### src/core/dac_cfg_pkg.sv
// Constants for the DAC format, attenuation mode and output phase configuration registers
package dac_cfg_pkg;
   // Control word layout
   localparam int          WORD_W          = 16;
   localparam int          IDX_HI          = 14;
   localparam int          IDX_LO          = 8;
   localparam int          IDX_W           = 7;
   localparam int          DATA_W          = 8;
   // Register indices
   localparam logic [6:0]  IDX_FMT_FILTER  = 7'h14;
   localparam logic [6:0]  IDX_ATTEN_MODE  = 7'h15;
   localparam logic [6:0]  IDX_PHASE_ZERO  = 7'h16;
   // Field positions
   localparam int          FMT_LO          = 0;
   localparam int          FMT_W           = 3;
   localparam int          ROLLOFF_BIT     = 5;
   localparam int          RANGE_BIT       = 0;
   localparam int          INVERT_BIT      = 0;
   localparam int          ZPOL_BIT        = 1;
   localparam int          ZROUTE_BIT      = 2;
   // Reset values
   localparam logic [2:0]  FMT_DEFAULT     = 3'h5;
   localparam logic        ROLLOFF_DEFAULT = 1'b0;
   localparam logic        RANGE_DEFAULT   = 1'b0;
   localparam logic        INVERT_DEFAULT  = 1'b0;
   localparam logic        ZPOL_DEFAULT    = 1'b0;
   localparam logic        ZROUTE_DEFAULT  = 1'b0;
   // Format encodings
   localparam logic [2:0]  FMT_RJ24        = 3'h0;
   localparam logic [2:0]  FMT_RJ20        = 3'h1;
   localparam logic [2:0]  FMT_RJ18        = 3'h2;
   localparam logic [2:0]  FMT_RJ16        = 3'h3;
   localparam logic [2:0]  FMT_I2S         = 3'h4;
   localparam logic [2:0]  FMT_LJ          = 3'h5;
   // Attenuator
   localparam int          ATTEN_W         = 8;
   localparam logic [7:0]  ATTEN_MAX       = 8'hff;
   localparam logic [7:0]  MUTE_FINE_TOP   = 8'h80;
   localparam logic [7:0]  MUTE_WIDE_TOP   = 8'h9a;
   localparam int          STEP_PERIODS    = 8;
   localparam logic [2:0]  STEP_LAST       = 3'(STEP_PERIODS - 1);
   // Soft reset hold, in system clocks
   localparam int          SOFT_RESET_CMD_CYCLES     = 1024;
   localparam logic [10:0] SOFT_RESET_CMD_LOAD       = 11'(SOFT_RESET_CMD_CYCLES);
   localparam logic [10:0] SOFT_RESET_CMD_ONE        = 11'h1;
endpackage : dac_cfg_pkg

### src/core/dac_format_output_config_regs.sv
// Format, attenuation mode and output phase/zero-flag configuration of a stereo DAC
// Behaviour
// RQ1 - The three-bit format field selects RJ 24/20/18/16-bit, I2S, left-justified or reserved.
// RQ2 - After reset the format field holds 101, the left-justified 16 to 24 bit format.
// RQ3 - Bit 5 of register 20 picks sharp (0, default) or slow (1) filter rolloff.
// RQ4 - Bit 0 of register 21 picks 0.5 dB steps to -63 dB (0, default) or 1 dB steps to -100 dB.
// RQ5 - Bit 0 of register 22 leaves the output phase normal (0) or inverts it (1).
// RQ6 - Bit 1 of register 22 makes zero flags high on zero detect (0) or low (1).
// RQ7 - Bit 2 of register 22 gives separate L/R flags (0) or one combined flag on the right pin (1).
// RQ8 - The host sends bit 15 clear, the index in bits 14..8, data in 7..0, reserved bits zero.
// RQ9 - Register 22 bit 3 is fixed zero and bits 7..4 are reserved, with no function.
// RQ10 - The attenuator moves one step toward its target once every 8 sampling periods.
// RQ11 - Attenuation is step times (code - 255); codes to 128 fine or 154 wide are full mute.
// RQ12 - A soft reset holds the block in reset for 1024 clocks and restores all defaults.
// RQ13 - Other indices leave these registers alone; a write lands only after the whole word.
`timescale 1ns/1ps
module dac_format_output_config_regs
   import dac_cfg_pkg::*;
(
   // Clock and reset
   input  wire logic                clk,
   input  wire logic                rst_n,
   // Received control word, one-cycle strobe after the last bit
   input  wire logic                word_valid,
   input  wire logic [WORD_W-1:0]   word_data,
   // Soft reset request, one-cycle pulse
   input  wire logic                soft_reset_cmd,
   // Sampling-rate pulse and programmed attenuation per channel
   input  wire logic                fs_tick,
   input  wire logic [ATTEN_W-1:0]  target_atten_l,
   input  wire logic [ATTEN_W-1:0]  target_atten_r,
   // Raw zero detect per channel, high on zero
   input  wire logic                left_zero_det,
   input  wire logic                right_zero_det,
   // Configuration outputs
   output logic [FMT_W-1:0]         audio_format_sel,
   output logic                     rolloff_sel,
   output logic                     atten_range_sel,
   output logic                     output_invert,
   output logic                     zero_flag_polarity,
   output logic                     zero_flag_routing,
   // Zero-flag pins
   output logic                     left_zero_flag,
   output logic                     right_zero_flag,
   // Attenuator state
   output logic [ATTEN_W-1:0]       channel_atten_level_l,
   output logic [ATTEN_W-1:0]       channel_atten_level_r,
   output logic                     mute_l,
   output logic                     mute_r,
   // Soft reset in progress
   output logic                     reset_active
);

   // Full mute decision for a level in the given range
   function automatic logic is_muted(input logic [ATTEN_W-1:0] lvl, input logic wide);
      is_muted = wide ? (lvl <= MUTE_WIDE_TOP) : (lvl <= MUTE_FINE_TOP);
   endfunction : is_muted

   logic [10:0]          soft_reset_cmd_cnt_reg;
   logic [10:0]          soft_reset_cmd_cnt_next;
   logic [2:0]           step_cnt_reg;
   logic [ATTEN_W-1:0]   level_reg [2];
   logic [ATTEN_W-1:0]   level_next [2];
   logic [ATTEN_W-1:0]   target [2];
   logic                 mute_reg [2];

   // Word decode
   wire  [IDX_W-1:0]     word_index = word_data[IDX_HI:IDX_LO];
   wire                  in_soft_reset_cmd    = soft_reset_cmd || (soft_reset_cmd_cnt_reg != '0);
   wire                  wr_ok      = word_valid && !in_soft_reset_cmd;
   wire                  wr_fmt     = wr_ok && (word_index == IDX_FMT_FILTER);   // RQ13
   wire                  wr_range   = wr_ok && (word_index == IDX_ATTEN_MODE);   // RQ13
   wire                  wr_phase   = wr_ok && (word_index == IDX_PHASE_ZERO);   // RQ13
   wire                  step_en    = fs_tick && (step_cnt_reg == STEP_LAST);    // RQ10

   // Soft reset hold counter
   assign soft_reset_cmd_cnt_next = soft_reset_cmd ? SOFT_RESET_CMD_LOAD :
                          (soft_reset_cmd_cnt_reg != '0) ? soft_reset_cmd_cnt_reg - SOFT_RESET_CMD_ONE : soft_reset_cmd_cnt_reg;

   always_ff @(posedge clk or negedge rst_n) begin
      if (!rst_n) begin
         soft_reset_cmd_cnt_reg <= '0;
         reset_active <= 1'b0;
      end else begin
         soft_reset_cmd_cnt_reg <= soft_reset_cmd_cnt_next;                  // RQ12
         reset_active <= (soft_reset_cmd_cnt_next != '0);
      end
   end

   // Register 20: format and rolloff
   always_ff @(posedge clk or negedge rst_n) begin
      if (!rst_n) begin
         audio_format_sel <= FMT_DEFAULT;                // RQ2
         rolloff_sel      <= ROLLOFF_DEFAULT;
      end else if (in_soft_reset_cmd) begin
         audio_format_sel <= FMT_DEFAULT;                // RQ12
         rolloff_sel      <= ROLLOFF_DEFAULT;
      end else if (wr_fmt) begin
         audio_format_sel <= word_data[FMT_LO +: FMT_W]; // RQ1
         rolloff_sel      <= word_data[ROLLOFF_BIT];     // RQ3
      end
   end

   // Register 21: attenuation range
   always_ff @(posedge clk or negedge rst_n) begin
      if (!rst_n) begin
         atten_range_sel <= RANGE_DEFAULT;
      end else if (in_soft_reset_cmd) begin
         atten_range_sel <= RANGE_DEFAULT;
      end else if (wr_range) begin
         atten_range_sel <= word_data[RANGE_BIT];        // RQ4
      end
   end

   // Register 22: phase and zero flags; bits 7..3 are not stored
   always_ff @(posedge clk or negedge rst_n) begin
      if (!rst_n) begin
         output_invert      <= INVERT_DEFAULT;
         zero_flag_polarity <= ZPOL_DEFAULT;
         zero_flag_routing  <= ZROUTE_DEFAULT;
      end else if (in_soft_reset_cmd) begin
         output_invert      <= INVERT_DEFAULT;
         zero_flag_polarity <= ZPOL_DEFAULT;
         zero_flag_routing  <= ZROUTE_DEFAULT;
      end else if (wr_phase) begin
         output_invert      <= word_data[INVERT_BIT];    // RQ5
         zero_flag_polarity <= word_data[ZPOL_BIT];      // RQ6
         zero_flag_routing  <= word_data[ZROUTE_BIT];    // RQ7 RQ9
      end
   end

   // Zero-flag pins; unassigned left pin sits low in combined mode
   always_ff @(posedge clk or negedge rst_n) begin
      if (!rst_n) begin
         left_zero_flag  <= 1'b0;
         right_zero_flag <= 1'b0;
      end else begin
         left_zero_flag  <= zero_flag_routing ? 1'b0 : (left_zero_det ^ zero_flag_polarity);
         right_zero_flag <= (zero_flag_routing ? (left_zero_det && right_zero_det)
                                                : right_zero_det) ^ zero_flag_polarity;
      end
   end

   // Divider of sampling periods between attenuator steps
   always_ff @(posedge clk or negedge rst_n) begin
      if (!rst_n) begin
         step_cnt_reg <= '0;
      end else if (in_soft_reset_cmd) begin
         step_cnt_reg <= '0;
      end else if (fs_tick) begin
         step_cnt_reg <= step_cnt_reg + 3'h1;            // RQ10
      end
   end

   assign target[0] = target_atten_l;
   assign target[1] = target_atten_r;

   // Per-channel attenuator stepping toward the programmed level
   for (genvar ch = 0; ch < 2; ch++) begin : g_chan
      assign level_next[ch] = !step_en ? level_reg[ch] :
                              (level_reg[ch] < target[ch]) ? level_reg[ch] + 8'h01 :
                              (level_reg[ch] > target[ch]) ? level_reg[ch] - 8'h01 :
                              level_reg[ch];            // RQ10

      always_ff @(posedge clk or negedge rst_n) begin
         if (!rst_n) begin
            level_reg[ch] <= ATTEN_MAX;
            mute_reg[ch]  <= 1'b0;
         end else if (in_soft_reset_cmd) begin
            level_reg[ch] <= ATTEN_MAX;
            mute_reg[ch]  <= 1'b0;
         end else begin
            level_reg[ch] <= level_next[ch];
            mute_reg[ch]  <= is_muted(level_next[ch], atten_range_sel); // RQ11
         end
      end
   end

   assign channel_atten_level_l = level_reg[0];
   assign channel_atten_level_r = level_reg[1];
   assign mute_l                = mute_reg[0];
   assign mute_r                = mute_reg[1];

   // Checks on the register writes, zero flags, attenuator stepping, mute and soft reset
   fmt_write_a: assert property (@(posedge clk) disable iff (!rst_n) // RQ1
      wr_fmt && !soft_reset_cmd |=> audio_format_sel == $past(word_data[2:0]))
      else $error("format field not loaded");
   fmt_default_a: assert property (@(posedge clk) disable iff (!rst_n) // RQ2
      soft_reset_cmd |=> (audio_format_sel == FMT_LJ) [*8])
      else $error("format not at left-justified default");
   rolloff_write_a: assert property (@(posedge clk) disable iff (!rst_n) // RQ3
      wr_fmt |=> rolloff_sel == $past(word_data[5]))
      else $error("rolloff bit not loaded");
   range_write_a: assert property (@(posedge clk) disable iff (!rst_n) // RQ4
      wr_range |=> atten_range_sel == $past(word_data[0]))
      else $error("range bit not loaded");
   phase_write_a: assert property (@(posedge clk) disable iff (!rst_n) // RQ5
      wr_phase |=> output_invert == $past(word_data[0]) && !reset_active)
      else $error("phase bit not loaded");
   zero_polarity_a: assert property (@(posedge clk) disable iff (!rst_n) // RQ6
      !zero_flag_routing ##1 1 |-> left_zero_flag == ($past(left_zero_det) ^ $past(zero_flag_polarity)))
      else $error("left zero flag polarity wrong");
   zero_combined_a: assert property (@(posedge clk) disable iff (!rst_n) // RQ7
      zero_flag_routing ##1 1 |-> right_zero_flag ==
         (($past(left_zero_det) && $past(right_zero_det)) ^ $past(zero_flag_polarity))
         && !left_zero_flag)
      else $error("combined zero flag wrong");
   step_pace_a: assert property (@(posedge clk) disable iff (!rst_n) // RQ10
      !step_en && !in_soft_reset_cmd |=> $stable(channel_atten_level_l) && $stable(channel_atten_level_r))
      else $error("attenuator moved off its step pulse");
   mute_level_a: assert property (@(posedge clk) disable iff (!rst_n) // RQ11
      !in_soft_reset_cmd |=> mute_l == is_muted(channel_atten_level_l, $past(atten_range_sel)))
      else $error("mute does not match level");
   soft_reset_cmd_hold_a: assert property (@(posedge clk) disable iff (!rst_n) // RQ12
      soft_reset_cmd |=> reset_active && channel_atten_level_l == ATTEN_MAX)
      else $error("soft reset did not start the hold");

   // Checker-side count of cycles the hold flag stays up, restarted by each command
   logic [10:0]          hold_cnt_reg;

   always_ff @(posedge clk or negedge rst_n) begin
      if (!rst_n) begin
         hold_cnt_reg <= '0;
      end else if (soft_reset_cmd || !reset_active) begin
         hold_cnt_reg <= '0;
      end else begin
         hold_cnt_reg <= hold_cnt_reg + SOFT_RESET_CMD_ONE;
      end
   end

   soft_reset_cmd_length_a: assert property (@(posedge clk) disable iff (!rst_n) // RQ12
      $fell(reset_active) |-> hold_cnt_reg == SOFT_RESET_CMD_LOAD)
      else $error("soft reset hold length wrong");
   other_index_a: assert property (@(posedge clk) disable iff (!rst_n) // RQ13
      word_valid && !wr_fmt && !wr_range && !wr_phase && !in_soft_reset_cmd
         |=> $stable(audio_format_sel) && $stable(atten_range_sel) && $stable(output_invert))
      else $error("foreign index changed a register");

endmodule : dac_format_output_config_regs

### config.mk
export PLATFORM = sky130hd
export DESIGN_NAME = dac_format_output_config_regs
export DESIGN_NICKNAME = d
export VERILOG_FILES = /design/src/core/dac_cfg_pkg.sv /design/src/core/dac_format_output_config_regs.sv
export SDC_FILE = /design/constraint.sdc
export NUM_CORES = 1
export LEC_CHECK = 0
export BUFFER_PORTS_ARGS = -buffer_cell sky130_fd_sc_hd__buf_2
export CAP_MARGIN = 30
export CELL_PAD_IN_SITES_DETAIL_PLACEMENT = 0
export CELL_PAD_IN_SITES_GLOBAL_PLACEMENT = 1
export CORE_ASPECT_RATIO = 0.8
export CORE_UTILIZATION = 45
export CTS_BUF_LIST = sky130_fd_sc_hd__clkbuf_8
export DETAILED_ROUTE_END_ITERATION = 10
export PLACE_DENSITY_LB_ADDON = 0.1
export SETUP_SLACK_MARGIN = 0.1
export SLEW_MARGIN = 15
export SYNTH_ARGS = -nofsm -noshare
export SYNTH_HDL_FRONTEND = slang
export SYNTH_SLANG_ARGS = --single-unit
### constraint.sdc
create_clock -name clk -period 4.35 [get_ports clk]
set_clock_uncertainty 0.2 [all_clocks]
set_input_delay 0.2175 -clock clk [delete_from_list [all_inputs] [get_ports clk]]
set_output_delay 0.2175 -clock clk [all_outputs]
set_load 0.005 [all_outputs]
## After elaboration in Yosys (flattened, before gate mapping)

Cells that the tools add are included.

| storage, ports and cells | value |
|---|---|
| bits in registers | 43 |
| output and inout bits | 29 |
| memories kept | 0 |
| input bits | 39 |
| RAM bits | 0 |
| latch bits | 0 |
| ROM bits | 0 |

| cells by class | value |
|---|---|
| divide/modulo/power cells | 0 |
| shift operators | 0 |
| magnitude comparators | 8 |
| bitwise logic cells | 2 |
| multiplexer cells | 30 |
| reduce and logical (&&, ||, !) cells | 14 |
| add/subtract/negate cells | 6 |
| equality and inequality tests | 4 |
| $mul | 0 |

Operator list:

| kind | count |
|---|---|
| 2-to-1 mux 8 bit | 8 |
| <= comparator 8 bit (second input constant) | 4 |
| 2-to-1 mux 11 bit | 2 |
| nonzero test 11 bit | 2 |
| == test 7 x 5 -> 1 bit (second input constant) | 3 |
| adder 8 x 1 -> 8 bit (second input constant) | 2 |
| > comparator 8 bit | 2 |
| less-than comparator 8 bit | 2 |
| 2-to-1 mux 1 bit | 16 |
| subtractor 8 x 1 -> 8 bit (second input constant) | 2 |
| 2-to-1 mux 3 bit | 4 |
| subtractor 11 x 1 -> 11 bit (second input constant) | 1 |
| nonzero test 2 bit | 4 |
| logical AND 1 bit | 6 |
| adder 3 x 1 -> 3 bit (second input constant) | 1 |
| == test 3 bit (second input constant) | 1 |
| bitwise XOR 1 bit | 2 |
| logical NOT 1 bit | 1 |
| logical OR 1 bit | 1 |

## Longest topological paths before layout

| depth | value |
|---|---|
| depth in word-level cells | 7 |
| depth in mapped cells | 12 |
| mapped depth without buffers | 11 |

## Least setup slack after synthesis

No wires, ideal clock.

| timing | value |
|---|---|
| path type | register to register |
| start | reg level_reg (netlist bit channel_atten_level_l[1]) |
| end | reg mute_reg (netlist bit mute_l) |
| arrival | 2.443 ns |
| setup time | 0.104 ns |
| cell stages (with the launch flop) | 12 |
| clock period less this slack | 2.747 ns |
| setup slack | 1.603 ns |
| path buffers | 1 |
| cell sequence | dfstp_2 -> ha_1 -> nor2b_1 -> o211ai_2 -> a21oi_1 -> or3_1 -> buf_2 -> o32ai_2 -> a31oi_1 -> nor2_1 -> a41oi_1 -> o41ai_2 |

| on the way | value |
|---|---|
| cells in the longest elaborated chain, start to end | 7 |
| elaborated cells on any way between the ends | 11 |
| those cells by class | add/sub (2); order compare (4); mux (5) |

Ends and longest elaborated chain:

| element | RTL line | source |
|---|---|---|
| start: declaration | dac_format_output_config_regs.sv:62 | `logic [ATTEN_W-1:0] level_reg [2];` |
| start signal: indexed assignment | dac_format_output_config_regs.sv:173 | `level_reg[ch] <= level_next[ch];` |
| subtractor 8 x 1 -> 8 bit or > comparator 8 bit (tied branches) | dac_format_output_config_regs.sv:162 | `(level_reg[ch] > target[ch]) ? level_reg[ch] - 8'h01 :` |
| 2-to-1 mux 8 bit | dac_format_output_config_regs.sv:162 |  |
| 2-to-1 mux 8 bit | dac_format_output_config_regs.sv:161 | `(level_reg[ch] < target[ch]) ? level_reg[ch] + 8'h01 :` |
| 2-to-1 mux 8 bit * | dac_format_output_config_regs.sv:160 | `assign level_next[ch] = !step_en ? level_reg[ch] :` |
| <= comparator 8 bit | dac_format_output_config_regs.sv:56 | `is_muted = wide ? (lvl <= MUTE_WIDE_TOP) : (lvl <= MUTE_FINE_TOP);` |
| 2-to-1 mux 1 bit * | dac_format_output_config_regs.sv:56 |  |
| 2-to-1 mux 1 bit * | dac_format_output_config_regs.sv:169 | `end else if (in_soft_reset_cmd) begin` |
| end signal: indexed assignment | dac_format_output_config_regs.sv:174 | `mute_reg[ch] <= is_muted(level_next[ch], atten_range_sel);` |
| end: declaration | dac_format_output_config_regs.sv:65 | `logic mute_reg [2];` |

Mark *: on every way between the ends. The rest lies on a longest branch, timed or not.
A chain may end at the register's enable or synchronous reset.

## Final worst setup path

Same ends and word-level chain as after synthesis.

==> flow_summary.toml <==
[synth]
synth-seq-area-share_pct = 39.1
synth_area_leader_cell = "dfrtp_1"
dominantRegCellSynth = "dfrtp_1"
synth_nets = 366
ys_ff_latch = 43
yosysMostFrequentCell = "nor2_1"
avgSynthCellArea_um2 = 9.25
synthCells = 304
synth_area_leaders = "dfrtp_1, dfstp_2, ha_1"
async_reset_ff_share_pct = 100
synth_top_area_share_pct = 22.3
synth.distinct_cells = 54
synth_edf_count = 0
synthTopCellsByCount = "nor2_1, dfrtp_1, nand2_1"
yosysWarningCount = 0
syn_area_um2 = 2810

[placement]
port_buffers = 62
place_congestion = 0.754
dp_hpwl_um = 4580

[cells_and_area]
syn_to_final_growth_pct = 19.6
drive_gt1_share_pct = 26.1
largest_register_ffs = 11
antennaDiodeCount = 0
finalNetCount = 436

[timing]
finalCritPeriodShare_pct = 69.3
max_freq_mhz = 332
worstMarginPinSlew_ps = 721
rsz0062_at_grt = "no"
setup_tns_ps = 0
finalSetupViolCount = 0
maxSlewViolCount = 0
hold_slack_ps = 12.5
relSlewSlack_pct = 51.6
period_minus_slack_ps = 3020
hold_viol = 0

[worst_setup_path]
cp-end-kind = "register"
crit_slowest_cell = "dfstp_2"
r2r_end = "mute_l"
start_kind = "register"
path_class = "register to register"
path_buf_inv = 0
critPathMaxStageDelay_ps = 600
r2r_cells = 10
crit_family = "compound AO/OA/AOI/OAI gates"
cp_cell_sequence = "ha_1 -> nor2b_1 -> o211ai_2 -> a21oi_1 -> or3_1 -> o32ai_2 -> a31oi_1 -> nor2_1 -> a41oi_1 -> o41ai_2"
ff2ff_setup_slack_ps = 1330
worstPathMaxFanout = 7
arrival_ps = 3010
r2r_start = "channel_atten_level_l[1]"
critPathLaunch = "channel_atten_level_l[1]"
worstPathRequired_ps = 4350

[status]
outcome = "finished, final reports clean"

[route]
vias_per_cell = 5.26
drc = 0
via_count = 2400
drt_wl_total_um = 6230
drtPass1Iterations = 4
wire_per_inst_um = 13.7
antenna_left = 0
drt_iter0_drc = 84

[grt]
gr-usage-met3_pct = 3.65
grt_pass1_wl_um = 10600
grt_pass1_vias = 2279
grt.busiest_layer = "met2"
grt_max_degree = 44
grt.total_usage_pct = 20.0
met2_usage_pct = 33.0
grt_overflow = 0
grt_util_met1_pct = 27.3
antenna_found_initial = 0

[clock_network]
cts_buffers = 5
path_clk_slew_ps = 80
cts_tree = "yes"
htreeDepth = 2
clk_latency_ps = 290
ctsLongestPathBuffers = 2
cts_sinks = 43
cts.repair.resized = 0
clock-root-buffer = "clkbuf_8"

[power]
ir_drop_mv = 0.162
power.leakage_nw = 1.53
p_int_mw = 0.666
p_seq_share_pct = 48.7
p_sw_mw = 0.315
p_clk_share_pct = 24.5
p_comb_share_pct = 26.8
cellPowerDensity_nw_per_um2 = 292
swShare_pct = 32.1

[hold_path]
hold_end = "right_zero_flag"
hold_start = "right_zero_det"
hp-class = "input port to register"
hold_depth = 3

[floorplanning]
core_area_um2 = 5970
die_y_um = 72.7
die_width_um = 90.4
io_pins = 68
placementRows = 25
initial_utilization_pct = 47.1
die-area_um2 = 6570

[flow_run]
max_cap_violations = 0
-- final cells by class --
cell class | count | area [um^2]
clock buffer | 5 | 68.8
clock inverter | 3 | 12.5
fill | 551 | 2610
inverter | 22 | 82.6
multi-input combinational | 232 | 1600
sequential | 43 | 1100
tap | 81 | 101
timing repair buffer | 70 | 398
-- routing by layer --
layer	share of wire, %	vias to the layer above
li1	-	1224
met1	51	1126
met2	46	43
met3	3.0	7
met4	0.77	0
met5	0	-
-- per-stage QoR --
step / cell area, um^2 / power (mW) / setup WS [ps] / cells / util, %
detailed placement: 3200 / 0.740 / 1350 / 441 / 53.6
finish: 3360 / 0.981 / 1330 / 456 / 56.3
global route: 3360 / 1.05 / 1040 / 456 / 56.3
floorplan: 2810 / 0.672 / 1600 / 304 / -
CTS: 3340 / 0.989 / 1330 / 455 / 55.9
global placement: 3200 / 0.740 / 1380 / 441 / 53.6
-- power by group through the flow --
stage,logic (mW),registers (mW),clock network (mW)
final,0.263,0.477,0.241
after detailed placement,0.256,0.484,0
after global routing,0.299,0.484,0.262
after CTS,0.263,0.477,0.250
after floorplan,0.194,0.477,0
after global placement,0.256,0.484,0
-- cell families (layout without fill, tap and decap cells) --
group	Yosys count	count (layout)	share of synthesized area, %
buf+inv	29	100	4.01
flops	43	43	39.1
simple gates	125	125	23.4
fa+ha+maj	23	23	10.2
compound gates	52	52	13.0
xor+xnor	23	23	7.16
mux	9	9	3.20
-- worst min-delay path: stages --
cell and delay [ps]:
buf_2 90, o21ai_0 90, xnor2_1 70
-- cells in the final DEF, fill, tap and decap left out, types with 12 or more instances in the layout --
master / count
a21oi_1: 12
nand2_1: 25
nor2_1: 31
dfrtp_1: 25
nor3_1: 17
ha_1: 23
xnor2_1: 13
buf_2: 62
inv_1: 23
dfstp_2: 18
-- repair_timing --
| item | in CTS | in global routing |
|---|---|---|
| endpoints found under the hold margin | 33 | 0 |
| hold buffers | 6 | 0 |
| setup buffers | 0 | 0 |
-- worst max path at each step --
stage | to | slack (ps) | depth (start not counted)
final | mute_l | 1330 | 10
after floorplan | mute_l | 1600 | 11
after global placement | mute_l | 1380 | 10
after global routing | mute_r | 1040 | 11
after CTS | mute_l | 1330 | 10
after detailed placement | mute_l | 1350 | 10
Power figures use the tool's default switching activity.
